## src/sec_pkg.sv

```systemverilog
package sec_pkg;

  // Clock and serial timing
  localparam int CLK_PERIOD_NS = 50;
  localparam int SCLK_HALF_NS = 200;
  localparam int SCLK_HALF_CYC = (SCLK_HALF_NS + CLK_PERIOD_NS - 1) / CLK_PERIOD_NS;

  // Frame geometry
  localparam logic [4:0] FRAME_BITS_PLAIN = 5'd16;
  localparam logic [4:0] FRAME_BITS_CRC = 5'd24;
  localparam logic [4:0] ADDR_DONE_BIT = 5'd7;
  localparam logic [4:0] CMD_BITS = 5'd16;
  localparam logic [15:0] CLEAR_CMD = 16'h6ca9;

  // Device register map
  localparam logic [6:0] ADDR_SWITCH = 7'h01;
  localparam logic [6:0] ADDR_FAULT_SETUP = 7'h02;
  localparam logic [6:0] ADDR_FAULT_STATUS = 7'h03;
  localparam logic [6:0] ADDR_BURST = 7'h05;
  localparam logic [6:0] ADDR_SOFT_RESET = 7'h0b;

  // Reset values and fields
  localparam logic [7:0] SWITCH_RESET = 8'h00;
  localparam logic [2:0] SETUP_RESET = 3'h6;
  localparam logic [2:0] STATUS_RESET = 3'h0;
  localparam logic BURST_RESET = 1'b0;
  localparam int BIT_ADDR_CHK = 2;
  localparam int BIT_CLK_CHK = 1;
  localparam int BIT_CRC_CHK = 0;
  localparam logic [7:0] SOFT_KEY1 = 8'ha3;
  localparam logic [7:0] SOFT_KEY2 = 8'h05;

  // CRC-8, polynomial x^8+x^2+x+1, seed zero
  localparam logic [7:0] CRC_POLY = 8'h07;
  localparam logic [7:0] CRC_SEED = 8'h00;

  // Controller register map
  localparam logic [1:0] CREG_FRAME = 2'h0;
  localparam logic [1:0] CREG_CTRL = 2'h1;
  localparam logic [1:0] CREG_STATUS = 2'h2;
  localparam logic [1:0] CREG_RDATA = 2'h3;

  function automatic logic [7:0] crc8_step(input logic [7:0] crc, input logic b);
    logic fb;
    fb = crc[7] ^ b;
    return {crc[6:0], 1'b0} ^ (fb ? CRC_POLY : 8'h00);
  endfunction

  function automatic logic [7:0] crc8_word(input logic [15:0] w);
    logic [7:0] c;
    c = CRC_SEED;
    for (int i = 15; i >= 0; i--) begin
      c = crc8_step(c, w[i]);
    end
    return c;
  endfunction

endpackage

```

## src/sec_link_if.sv

```systemverilog
`timescale 1ns/1ps
`default_nettype none
interface sec_link_if;
  logic cs_n;
  logic sclk;
  logic sdi;
  logic sdo;
  modport dev (input cs_n, input sclk, input sdi, output sdo);
  modport ctl (output cs_n, output sclk, output sdi, input sdo);
endinterface
`default_nettype wire

```

## src/sec_device.sv

```systemverilog
// Local design decision: the address-and-strobe port.
`timescale 1ns/1ps
`default_nettype none
// How it works
// - Setup register at 0x02, resets to 0x06
// - Setup bits 7:3 read zero, writes ignored
// - Setup bit 2 enables bad-address detection
// - Setup bit 1 enables clock-count check
// - No CRC, no burst: exactly 16 clocks
// - CRC, no burst: exactly 24 clocks
// - Burst, no CRC: multiple of 16 clocks
// - Burst with CRC: multiple of 24 clocks
// - Setup bit 0 enables CRC checking
// - CRC enabled makes frames 24 bits
// - Status register at 0x03, resets to 0x00
// - Command 0x6ca9 clears all status flags
// - Clear command never flags bad address
// - Clear needs matching CRC when CRC enabled
// - Status bit 2: bad read/write address
// - Status bit 1: wrong clock count
// - Status bit 0: CRC mismatch on write
// - Burst runs several commands per select
module sec_device
  import sec_pkg::*;
(
  // Clock and reset
  input wire logic i_clk,
  input wire logic i_reset,
  // Serial link
  sec_link_if.dev link,
  // Register contents
  output logic [7:0] o_switch_state,
  output logic [7:0] o_fault_setup,
  output logic [7:0] o_fault_status,
  output logic o_burst_mode
);

  logic sclk_q_reg;
  logic cs_n_q_reg;
  logic [23:0] shift_in_reg;
  logic [4:0] bit_cnt_reg;
  logic [1:0] frames_reg;
  logic [7:0] crc_reg;
  logic [7:0] sdo_sh_reg;
  logic sdo_reg;
  logic pend_valid_reg;
  logic [6:0] pend_addr_reg;
  logic [7:0] pend_data_reg;
  logic [7:0] switch_reg;
  logic [2:0] setup_reg;
  logic [2:0] status_reg;
  logic burst_reg;
  logic soft_armed_reg;

  logic sclk_rise;
  logic sclk_fall;
  logic cs_rise;
  logic selected;
  logic [4:0] frame_bits;
  logic [23:0] word;
  logic frame_end;
  logic [15:0] cmd;
  logic crc_ok;
  logic [6:0] addr;
  logic is_read;
  logic take_frame;
  logic count_ok;
  logic clear_req;
  logic [2:0] flag_set;
  logic pend_load;
  logic commit;
  logic [6:0] commit_addr;
  logic [7:0] commit_data;
  logic soft_reset;
  logic [6:0] early_addr;

  function automatic logic readable(input logic [6:0] a);
    return a == ADDR_SWITCH || a == ADDR_FAULT_SETUP || a == ADDR_FAULT_STATUS || a == ADDR_BURST;
  endfunction

  function automatic logic writable(input logic [6:0] a);
    return a == ADDR_SWITCH || a == ADDR_FAULT_SETUP || a == ADDR_BURST || a == ADDR_SOFT_RESET;
  endfunction

  assign selected = !link.cs_n;
  assign sclk_rise = selected && link.sclk && !sclk_q_reg;
  assign sclk_fall = selected && !link.sclk && sclk_q_reg;
  assign cs_rise = link.cs_n && !cs_n_q_reg;
  assign frame_bits = setup_reg[BIT_CRC_CHK] ? FRAME_BITS_CRC : FRAME_BITS_PLAIN;
  assign word = {shift_in_reg[22:0], link.sdi};
  assign frame_end = sclk_rise && (bit_cnt_reg == frame_bits - 5'd1);
  assign cmd = setup_reg[BIT_CRC_CHK] ? word[23:8] : word[15:0];
  assign crc_ok = !setup_reg[BIT_CRC_CHK] || (crc_reg == word[7:0]);
  assign addr = cmd[14:8];
  assign is_read = cmd[15];
  assign take_frame = frame_end && (burst_reg || frames_reg == 2'd0);
  assign early_addr = word[6:0];

  // Exact single frame, or whole frames in burst
  assign count_ok = (bit_cnt_reg == 5'd0) && (frames_reg != 2'd0)
                    && (burst_reg || frames_reg == 2'd1);

  always_comb begin
    clear_req = 1'b0;
    flag_set = 3'b000;
    pend_load = 1'b0;
    commit = 1'b0;
    commit_addr = pend_addr_reg;
    commit_data = pend_data_reg;
    if (take_frame) begin
      if (cmd == CLEAR_CMD) begin
        if (crc_ok) begin
          clear_req = 1'b1;
        end else begin
          flag_set[BIT_CRC_CHK] = 1'b1;
        end
      end else if (is_read) begin
        flag_set[BIT_ADDR_CHK] = setup_reg[BIT_ADDR_CHK] && !readable(addr);
      end else if (!crc_ok) begin
        flag_set[BIT_CRC_CHK] = 1'b1;
      end else if (!writable(addr)) begin
        flag_set[BIT_ADDR_CHK] = setup_reg[BIT_ADDR_CHK];
      end else if (burst_reg) begin
        commit = 1'b1;
        commit_addr = addr;
        commit_data = cmd[7:0];
      end else begin
        pend_load = 1'b1;
      end
    end
    if (cs_rise) begin
      flag_set[BIT_CLK_CHK] = setup_reg[BIT_CLK_CHK] && !count_ok;
      commit = pend_valid_reg && count_ok;
    end
  end

  assign soft_reset = commit && commit_addr == ADDR_SOFT_RESET && soft_armed_reg && commit_data == SOFT_KEY2;

  // Pin history
  always_ff @(posedge i_clk) begin
    if (i_reset) begin
      sclk_q_reg <= 1'b0;
      cs_n_q_reg <= 1'b1;
    end else begin
      sclk_q_reg <= link.sclk;
      cs_n_q_reg <= link.cs_n;
    end
  end

  // Frame counting and CRC accumulation
  always_ff @(posedge i_clk) begin
    if (i_reset || !selected) begin
      shift_in_reg <= 24'h000000;
      bit_cnt_reg <= 5'd0;
      frames_reg <= 2'd0;
      crc_reg <= CRC_SEED;
    end else if (sclk_rise) begin
      shift_in_reg <= word;
      if (bit_cnt_reg < CMD_BITS) begin
        crc_reg <= crc8_step(crc_reg, link.sdi);
      end
      if (frame_end) begin
        bit_cnt_reg <= 5'd0;
        crc_reg <= CRC_SEED;
        if (frames_reg != 2'd3) begin
          frames_reg <= frames_reg + 2'd1;
        end
      end else begin
        bit_cnt_reg <= bit_cnt_reg + 5'd1;
      end
    end
  end

  // Pending write held until deselect
  always_ff @(posedge i_clk) begin
    if (i_reset || cs_rise) begin
      pend_valid_reg <= 1'b0;
      pend_addr_reg <= 7'h00;
      pend_data_reg <= 8'h00;
    end else if (pend_load) begin
      pend_valid_reg <= 1'b1;
      pend_addr_reg <= addr;
      pend_data_reg <= cmd[7:0];
    end
  end

  // Read-back shifter, changes on falling clock
  always_ff @(posedge i_clk) begin
    if (i_reset || !selected) begin
      sdo_sh_reg <= 8'h00;
      sdo_reg <= 1'b0;
    end else if (sclk_rise && bit_cnt_reg == ADDR_DONE_BIT) begin
      if (word[7]) begin
        unique case (early_addr)
          ADDR_SWITCH: sdo_sh_reg <= switch_reg;
          ADDR_FAULT_SETUP: sdo_sh_reg <= {5'b00000, setup_reg};
          ADDR_FAULT_STATUS: sdo_sh_reg <= {5'b00000, status_reg};
          ADDR_BURST: sdo_sh_reg <= {7'h00, burst_reg};
          default: sdo_sh_reg <= 8'h00;
        endcase
      end else begin
        sdo_sh_reg <= 8'h00;
      end
    end else if (sclk_fall) begin
      sdo_reg <= sdo_sh_reg[7];
      sdo_sh_reg <= {sdo_sh_reg[6:0], 1'b0};
    end
  end

  // Writable registers
  always_ff @(posedge i_clk) begin
    if (i_reset || soft_reset) begin
      switch_reg <= SWITCH_RESET;
      setup_reg <= SETUP_RESET;
      burst_reg <= BURST_RESET;
      soft_armed_reg <= 1'b0;
    end else if (commit) begin
      unique case (commit_addr)
        ADDR_SWITCH: switch_reg <= commit_data;
        ADDR_FAULT_SETUP: setup_reg <= commit_data[2:0];
        ADDR_BURST: burst_reg <= commit_data[0];
        ADDR_SOFT_RESET: soft_armed_reg <= commit_data == SOFT_KEY1;
        default: soft_armed_reg <= soft_armed_reg;
      endcase
    end
  end

  // Sticky flags, a new event beats the clear
  always_ff @(posedge i_clk) begin
    if (i_reset || soft_reset) begin
      status_reg <= STATUS_RESET;
    end else begin
      status_reg <= (clear_req ? STATUS_RESET : status_reg) | flag_set;
    end
  end

  assign link.sdo = sdo_reg;
  assign o_switch_state = switch_reg;
  assign o_fault_setup = {5'b00000, setup_reg};
  assign o_fault_status = {5'b00000, status_reg};
  assign o_burst_mode = burst_reg;

endmodule // sec_device
`default_nettype wire

```

## src/flat_wrapper.sv

```systemverilog
// flat-port wrapper written by rule: the top's interface ports become plain ports
module sec_device_flat import sec_pkg::*;
  (i_clk, i_reset, o_switch_state, o_fault_setup, o_fault_status, o_burst_mode, link_cs_n, link_sclk, link_sdi, link_sdo);
  sec_link_if link_i ();
  input wire logic i_clk;
  input wire logic i_reset;
  output logic [7:0] o_switch_state;
  output logic [7:0] o_fault_setup;
  output logic [7:0] o_fault_status;
  output logic o_burst_mode;
  input wire logic [$bits(link_i.cs_n)-1:0] link_cs_n;
  input wire logic [$bits(link_i.sclk)-1:0] link_sclk;
  input wire logic [$bits(link_i.sdi)-1:0] link_sdi;
  output wire logic [$bits(link_i.sdo)-1:0] link_sdo;
  assign link_i.cs_n = link_cs_n;
  assign link_i.sclk = link_sclk;
  assign link_i.sdi = link_sdi;
  assign link_sdo = link_i.sdo;
  sec_device u_core (.i_clk(i_clk), .i_reset(i_reset), .link(link_i), .o_switch_state(o_switch_state), .o_fault_setup(o_fault_setup), .o_fault_status(o_fault_status), .o_burst_mode(o_burst_mode));
endmodule
```

## config.mk

```make
export PLATFORM = sky130hd
export DESIGN_NAME = sec_device_flat
export DESIGN_NICKNAME = d
export VERILOG_FILES = /design/src/sec_pkg.sv /design/src/sec_link_if.sv /design/src/sec_device.sv /design/src/flat_wrapper.sv
export SDC_FILE = /design/constraint.sdc
export NUM_CORES = 1
export LEC_CHECK = 0
export ABC_CLOCK_PERIOD_IN_PS = 2640
export BUFFER_PORTS_ARGS = -buffer_cell sky130_fd_sc_hd__clkbuf_2
export CAP_MARGIN = 10
export CORE_MARGIN = 2
export CORE_UTILIZATION = 50
export DETAILED_ROUTE_END_ITERATION = 12
export GPL_ROUTABILITY_DRIVEN = 0
export GPL_TIMING_DRIVEN = 0
export PLACE_DENSITY = 0.68
export RECOVER_POWER = 25
export SETUP_SLACK_MARGIN = 0.05
export SLEW_MARGIN = 15
export SYNTH_ARGS = -nofsm -noshare
export SYNTH_HDL_FRONTEND = slang
export SYNTH_SLANG_ARGS = --single-unit
```

## constraint.sdc

```tcl
create_clock -name i_clk -period 2.64 [get_ports i_clk]
set_input_delay 0.132 -clock i_clk [delete_from_list [all_inputs] [get_ports i_clk]]
set_output_delay 0.132 -clock i_clk [all_outputs]
set_load 0.01 [all_outputs]
```

==> results of run 1 <==
-- metrics by stage --
stage                     TNS, ns  utilization, %  worst slack (ns)
after floorplan                 0               -            0.4041
after global placement    -0.3742           54.39          -0.06726
after CTS                       0           57.10           0.05422
final                           0           57.19           0.07752
after detailed placement  -0.5448           54.39          -0.07915
after global routing            0           57.19           0.03544
-- power breakdown --
group	leakage [nW]	switching (mW)	total, mW	internal (mW)
combinational	0.925	0.0783	0.114	0.0360
clock	0.0957	0.436	0.920	0.485
sequential	0.653	0.00415	1.23	1.23
total	1.67	0.518	2.26	1.75
-- area by class of cell --
class                           instances  area (sq um)
Fill cell                             732          3500
Multi-Input combinational cell        380          2412
Sequential cell                        81          1622
Buffer                                 36         206.4
Clock buffer                           13         158.9
Tap cell                              105         131.4
Timing Repair Buffer                   19         77.57
Clock inverter                          2         37.54
Inverter                                8         30.03
-- Yosys cell counts (2+ instances only) --
master,instances,share of area (%)
nand2b_1,6,0.90
nor3_1,10,1.2
mux2_2,16,4.3
a31o_2,2,0.42
a31oi_1,3,0.45
ha_1,5,1.5
nor3b_1,3,0.54
xor2_1,2,0.42
mux2_4,3,1.1
nand4b_1,3,0.63
nor4_1,2,0.30
o21ai_2,2,0.42
clkbuf_1,12,1.1
nor2_1,48,4.3
a32oi_1,2,0.42
nand4_1,7,1.0
buf_4,11,2.0
or4_1,3,0.54
inv_1,8,0.72
nor4bb_1,3,0.72
nand2_1,87,7.8
nor4b_1,4,0.84
or2_2,2,0.30
buf_2,7,0.84
and2_1,3,0.45
xnor2_1,13,2.7
nand3_1,10,1.2
o2111ai_1,2,0.42
a21oi_1,46,5.5
mux2i_1,32,7.6
buf_6,2,0.54
o21ai_0,19,2.3
buf_1,4,0.36
dfxtp_1,81,39
nor2b_1,5,0.75
-- routing by layer --
layer	share of wire [%]	global-route usage (%)
met1	47	32.06
met3	4.5	4.111
met4	2.0	9.048
met2	47	37.41
met5	0	0
-- worst min path at each step --
stage	from	endpoint	slack, ns	cells after the start
2_1_floorplan	i_reset	u_core.sclk_q_reg$_SDFF_PP0_	0.20	1
3_3_place_gp	link_sclk	u_core.sclk_q_reg$_SDFF_PP0_	0.39	2
3_5_place_dp	link_sclk	u_core.sclk_q_reg$_SDFF_PP0_	0.41	2
4_1_cts	i_reset	u_core.sclk_q_reg$_SDFF_PP0_	0.02	2
5_1_grt	i_reset	u_core.sclk_q_reg$_SDFF_PP0_	0.03	2
6_report	i_reset	u_core.sclk_q_reg$_SDFF_PP0_	0.04	2
-- cells by family after synthesis --
| group | synth area share [%] |
|---|---|
| and+or+nand+nor | 23.94 |
| AOI/OAI and AO/OA | 13.76 |
| DFF | 38.69 |
| muxes | 13.01 |
| buffers and inverters | 5.492 |
| xor gates and xnor gates | 3.523 |
| adders and majority gates | 1.493 |
| other | 0.08947 |
-- worst register-to-register path, cell delays in order, from the launching register on --
cell and delay, ns:
dfxtp_1 0.43, buf_4 0.21, clkbuf_4 0.24, nand2_1 0.09, o31ai_1 0.51, nand4_1 0.27
or3b_1 0.45, a32oi_1 0.18, nor2_1 0.06
-- cells in the final DEF, fill, tap and decap left out, types with 3 or more instances in the layout --
cell type	instances
nor2_1	48
nor4b_1	3
ha_1	5
clkbuf_1	33
and2_1	3
nor4bb_1	3
a31oi_1	3
inv_1	8
nand2_1	87
dfxtp_1	81
nor3_1	9
buf_4	14
mux2_2	16
mux2i_1	31
a21oi_1	46
mux2_4	3
o21ai_0	19
nor2b_1	5
xnor2_1	13
nand4_1	7
conb_1	10
nand3_1	10
buf_2	3
clkbuf_8	11
or4_1	3
o21ai_2	3
nand4b_1	3
nand2b_1	6
-- what timing repair did --
item / 4_1_cts / 5_1_grt
buffers inserted: 1 / 0
gates cloned: 0 / 0
endpoints found under the setup margin: 12 / 27
pin swaps: 1 / 2
gates resized for setup: 3 / 9
==> results.yml, run 1 <==
setup_path:
  crit_start: "u_core.setup_reg[0]$_SDFFE_PP0P_"
  r2r.worst_path.cells: 8
  crit_chain: "buf_4 -> clkbuf_4 -> nand2_1 -> o31ai_1 -> nand4_1 -> or3b_1 -> a32oi_1 -> nor2_1"
  slowest_delay_ns: 0.51
  cp_slowest_cell: "o31ai_1"
  endpoint_kind: "register"
  cp-endpoint: "u_core.status_reg[1]$_SDFF_PP0_"
  cp.required_ns: 2.89
  cpLargestDelayFamily: "simple AND/OR/NAND/NOR gates"
  path_buf_inv: 2
  r2r_start: "u_core.setup_reg[0]$_SDFFE_PP0P_"
  crit_cells: 8
  r2r_slack_ns: 0.08
  worstReg2RegEnd: "u_core.status_reg[1]$_SDFF_PP0_"
  worstPathArrival_ns: 2.81
  path_max_fanout: 10
  worstSetupPathType: "reg -> reg"
  start_kind: "register"
floorplanning:
  die_area_sq_mm: 0.009132
  die-width_microns: 95.56
  dieHeight_microns: 95.56
  row_count: 33
  core_area_sq_mm: 0.008175
  ios: 31
  start_util_pct: 51.27
timing:
  tightest_slew_ns: 0.8911
  finalCritPeriodShare_pct: 97.06
  rsz0062_at_grt: "false"
  drv_slew: 0
  period_needed_ns: 2.562
  relSlewSlack_pct: 40.14
  hold_viol_final: 0
  clock.fmax_mhz: 390.2
  whs_ns: 0.04084
  clock_skew_ns: 0.006701
  setup_viol: 0
cts:
  cts_num_sinks: 81
  tritoncts: "yes"
  clkLatencyLatePin_ns: 0.36
  clockRootBuffer: "clkbuf_8"
  holdBufCountCts: 0
  clkTransAtPathRegs_ns: 0.08
  htree_num_levels: 3
  cts_max_path_buffers: 2
  cts_buffers: 9
run_status:
  status: "finished clean"
cells_and_area:
  area_delta_synth_final_pct: 11.55
  largest_register_ffs: 23
  final_cell_count_no_fill: 644
  nNetsFinal: 545
  diodes: 0
  fin_area_sq_mm: 0.004676
  layout-drive-gt1-share_pct: 14.10
global_routing:
  antenna_found_initial: 0
  grt_pass1_wl_mm: 16.39
  grt_max_degree: 13
  grt_usage_pct: 23.61
  overflow: 0
  grt_pass1_vias: 3289
placement:
  port_buffers: 18
  placed_area_sq_mm: 0.004447
  place_inst: 628
  hpwl_mm: 7.530
synth:
  ys.flop_type: "dfxtp_1"
  avgSynthCellArea_sq_um: 8.451
  ys_seq_area_share_pct: 38.69
  synth_edf_count: 0
  ys_warn_count: 0
  ys_ff_latch: 81
  ys_async_sr_fraction_pct: 0
  syn_inst: 496
  syn_area_sq_mm: 0.004192
  synth_cell_types: 63
routing:
  drc: 0
  drtIter0Drc: 226
  vias: 3632
  wirelength_mm: 10.22
  via_per_inst: 5.640
  ant_nets: 0
  firstDrtPassIters: 5
  wl_per_cell_microns: 15.86
run:
  cap_violations: 0
hold_path:
  hp-class: "in -> reg"
power:
  p_total_mw: 2.265
  powerDensity_mw_per_mm2: 484.4
  leakagePower_nw: 1.674
  max-vdd-ir-drop_v: 0.0003353
No activity file was read; power rests on OpenSTA's default activity.
==> run 2, diff against run 1 <==
--- a/config.mk
+++ b/config.mk
@@ -6,7 +6,7 @@
 export NUM_CORES = 1
 export LEC_CHECK = 0
 export ABC_CLOCK_PERIOD_IN_PS = 2640
-export BUFFER_PORTS_ARGS = -buffer_cell sky130_fd_sc_hd__clkbuf_2
+export BUFFER_PORTS_ARGS = -buffer_cell sky130_fd_sc_hd__buf_2
 export CAP_MARGIN = 10
 export CORE_MARGIN = 2
 export CORE_UTILIZATION = 50
==> results.yml, run 2 (synthesis results as in run 1) <==
routing:
  drc: 0
  vias: 3590
  wl_per_cell_microns: 15.57
  ant_nets: 0
  drtIter0Drc: 152
  firstDrtPassIters: 5
  wirelength_mm: 10.10
  via_per_inst: 5.532
cells_and_area:
  multi_input_area_sq_mm: 0.002432
  fill_cells: 757
  final_common_cell: "nand2_1"
  largest_register_ffs: 23
  layout-drive-gt1-share_pct: 15.44
  area.sequential_sq_mm: 0.001622
  nNetsFinal: 549
  diodes: 0
  fin_area_sq_mm: 0.004747
  area_delta_synth_final_pct: 13.25
  final_cell_mix: "87 x nand2_1, 81 x dfxtp_1, 48 x nor2_1"
floorplanning:
  dieHeight_microns: 95.56
  die_area_sq_mm: 0.009132
  core_area_sq_mm: 0.008175
  ios: 31
  start_util_pct: 51.27
  row_count: 33
  die-width_microns: 95.56
cts:
  htree_num_levels: 3
  cts_num_sinks: 81
  cts_max_path_buffers: 2
  clkTransAtPathRegs_ns: 0.09
  tritoncts: "yes"
  cts_buffers: 9
  clockRootBuffer: "clkbuf_8"
  clkLatencyLatePin_ns: 0.36
timing:
  setup_viol: 0
  finalCritPeriodShare_pct: 92.59
  setup_ws_ns: 0.1956
  period_needed_ns: 2.444
  tightest_slew_ns: 0.9300
  clock_skew_ns: 0.008757
  whs_ns: 0.02114
  drv_slew: 0
  rsz0062_at_grt: "false"
  relSlewSlack_pct: 37.53
  clock.fmax_mhz: 409.1
  hold_viol_final: 0
power:
  leakagePower_nw: 1.714
  p_total_mw: 2.347
  powerDensity_mw_per_mm2: 494.3
  max-vdd-ir-drop_v: 0.0004573
setup_path:
  worstPathArrival_ns: 2.70
  start_kind: "register"
  cp.required_ns: 2.89
  crit_chain: "buf_4 -> clkbuf_4 -> mux2_4 -> nor4b_2 -> nand4_1 -> or3b_1 -> a32oi_1 -> nor2_1"
  endpoint_kind: "register"
  cp_slowest_cell: "dfxtp_1"
  cpLargestDelayFamily: "simple AND/OR/NAND/NOR gates"
  slowest_delay_ns: 0.44
  worstSetupPathType: "reg -> reg"
  path_max_fanout: 10
  path_buf_inv: 2
global_routing:
  grt_pass1_wl_mm: 16.44
  grt_usage_pct: 23.40
  grt_max_degree: 15
  overflow: 0
  antenna_found_initial: 0
  grt_pass1_vias: 3337
hold_path:
  hp-class: "in -> reg"
placement:
  dp_slack_ns: -0.05804
  placed_area_sq_mm: 0.004447
  hpwl_mm: 7.446
  port_buffers: 18
run:
  cap_violations: 0
run_status:
  status: "finished clean"
## run 2: cell count changes in the layout (fill, tap and decap cells not counted), sizes merged
cell	before	now
buf	21	26
clkbuf	47	42
clkinv	0	4
bufinv	1	2
## run 2: stage by stage
step,TNS (ns),utilization [%],instances
6_report,0,58.07,649
2_1_floorplan,0,-,505
4_1_cts,0,57.44,645
5_1_grt,0,58.07,649
3_5_place_dp,-0.3286,54.39,628
3_3_place_gp,-0.2775,54.39,628
## run 2: worst paths after layout
kind                                   startpoint                              endpoint  slack (ns)  cells past startpoint
max              u_core.setup_reg[0]$_SDFFE_PP0P_       u_core.status_reg[1]$_SDFF_PP0_        0.20                      8
max reg2reg      u_core.setup_reg[0]$_SDFFE_PP0P_       u_core.status_reg[1]$_SDFF_PP0_        0.20                      8
min                                       i_reset          u_core.sclk_q_reg$_SDFF_PP0_        0.02                      2
min reg2reg  u_core.pend_addr_reg[6]$_SDFFE_PP0P_  u_core.pend_addr_reg[6]$_SDFFE_PP0P_        0.47                      1
## run 2: timing repair
| action | 4_1_cts | 5_1_grt |
|---|---|---|
| hold buffers | 0 | 0 |
| resized for setup | 4 | 9 |
| buffers inserted | 1 | 4 |
| endpoints found under the setup margin | 14 | 24 |
| pin swaps | 1 | 3 |
## run 2: final cells by class
class | count | share of cell area [%]
inverter | 8 | 0.6326
sequential | 81 | 34.16
buffer | 36 | 4.349
tap | 105 | 2.768
multi-input combinational | 380 | 51.24
timing repair buffer | 23 | 2.240
clock inverter | 7 | 2.003
clock buffer | 9 | 2.609
## run 2: worst reg2reg max path, delay by kind of cell, from the launching register on
kind / cells / cell delay [ns]
flip-flops: 1 / 0.44
AO/OA/AOI/OAI: 1 / 0.19
buffers and inverters: 2 / 0.46
multiplexers: 1 / 0.36
AND/OR/NAND/NOR: 4 / 0.90
## run 2: power by group
group,total (mW),internal [mW],switching (mW),leakage (nW)
registers,1.23,1.23,0.00409,0.653
clock network,1.00,0.532,0.469,0.109
logic,0.116,0.0382,0.0775,0.951
total,2.35,1.80,0.550,1.71
## run 2: routing by layer
layer,up-vias,wire (microns),global-route usage (%)
met5,-,0,0
met3,14,455,5.455
met1,1704,4702,31.48
met2,85,4781,37.30
li1,1787,-,-
met4,0,164,7.262
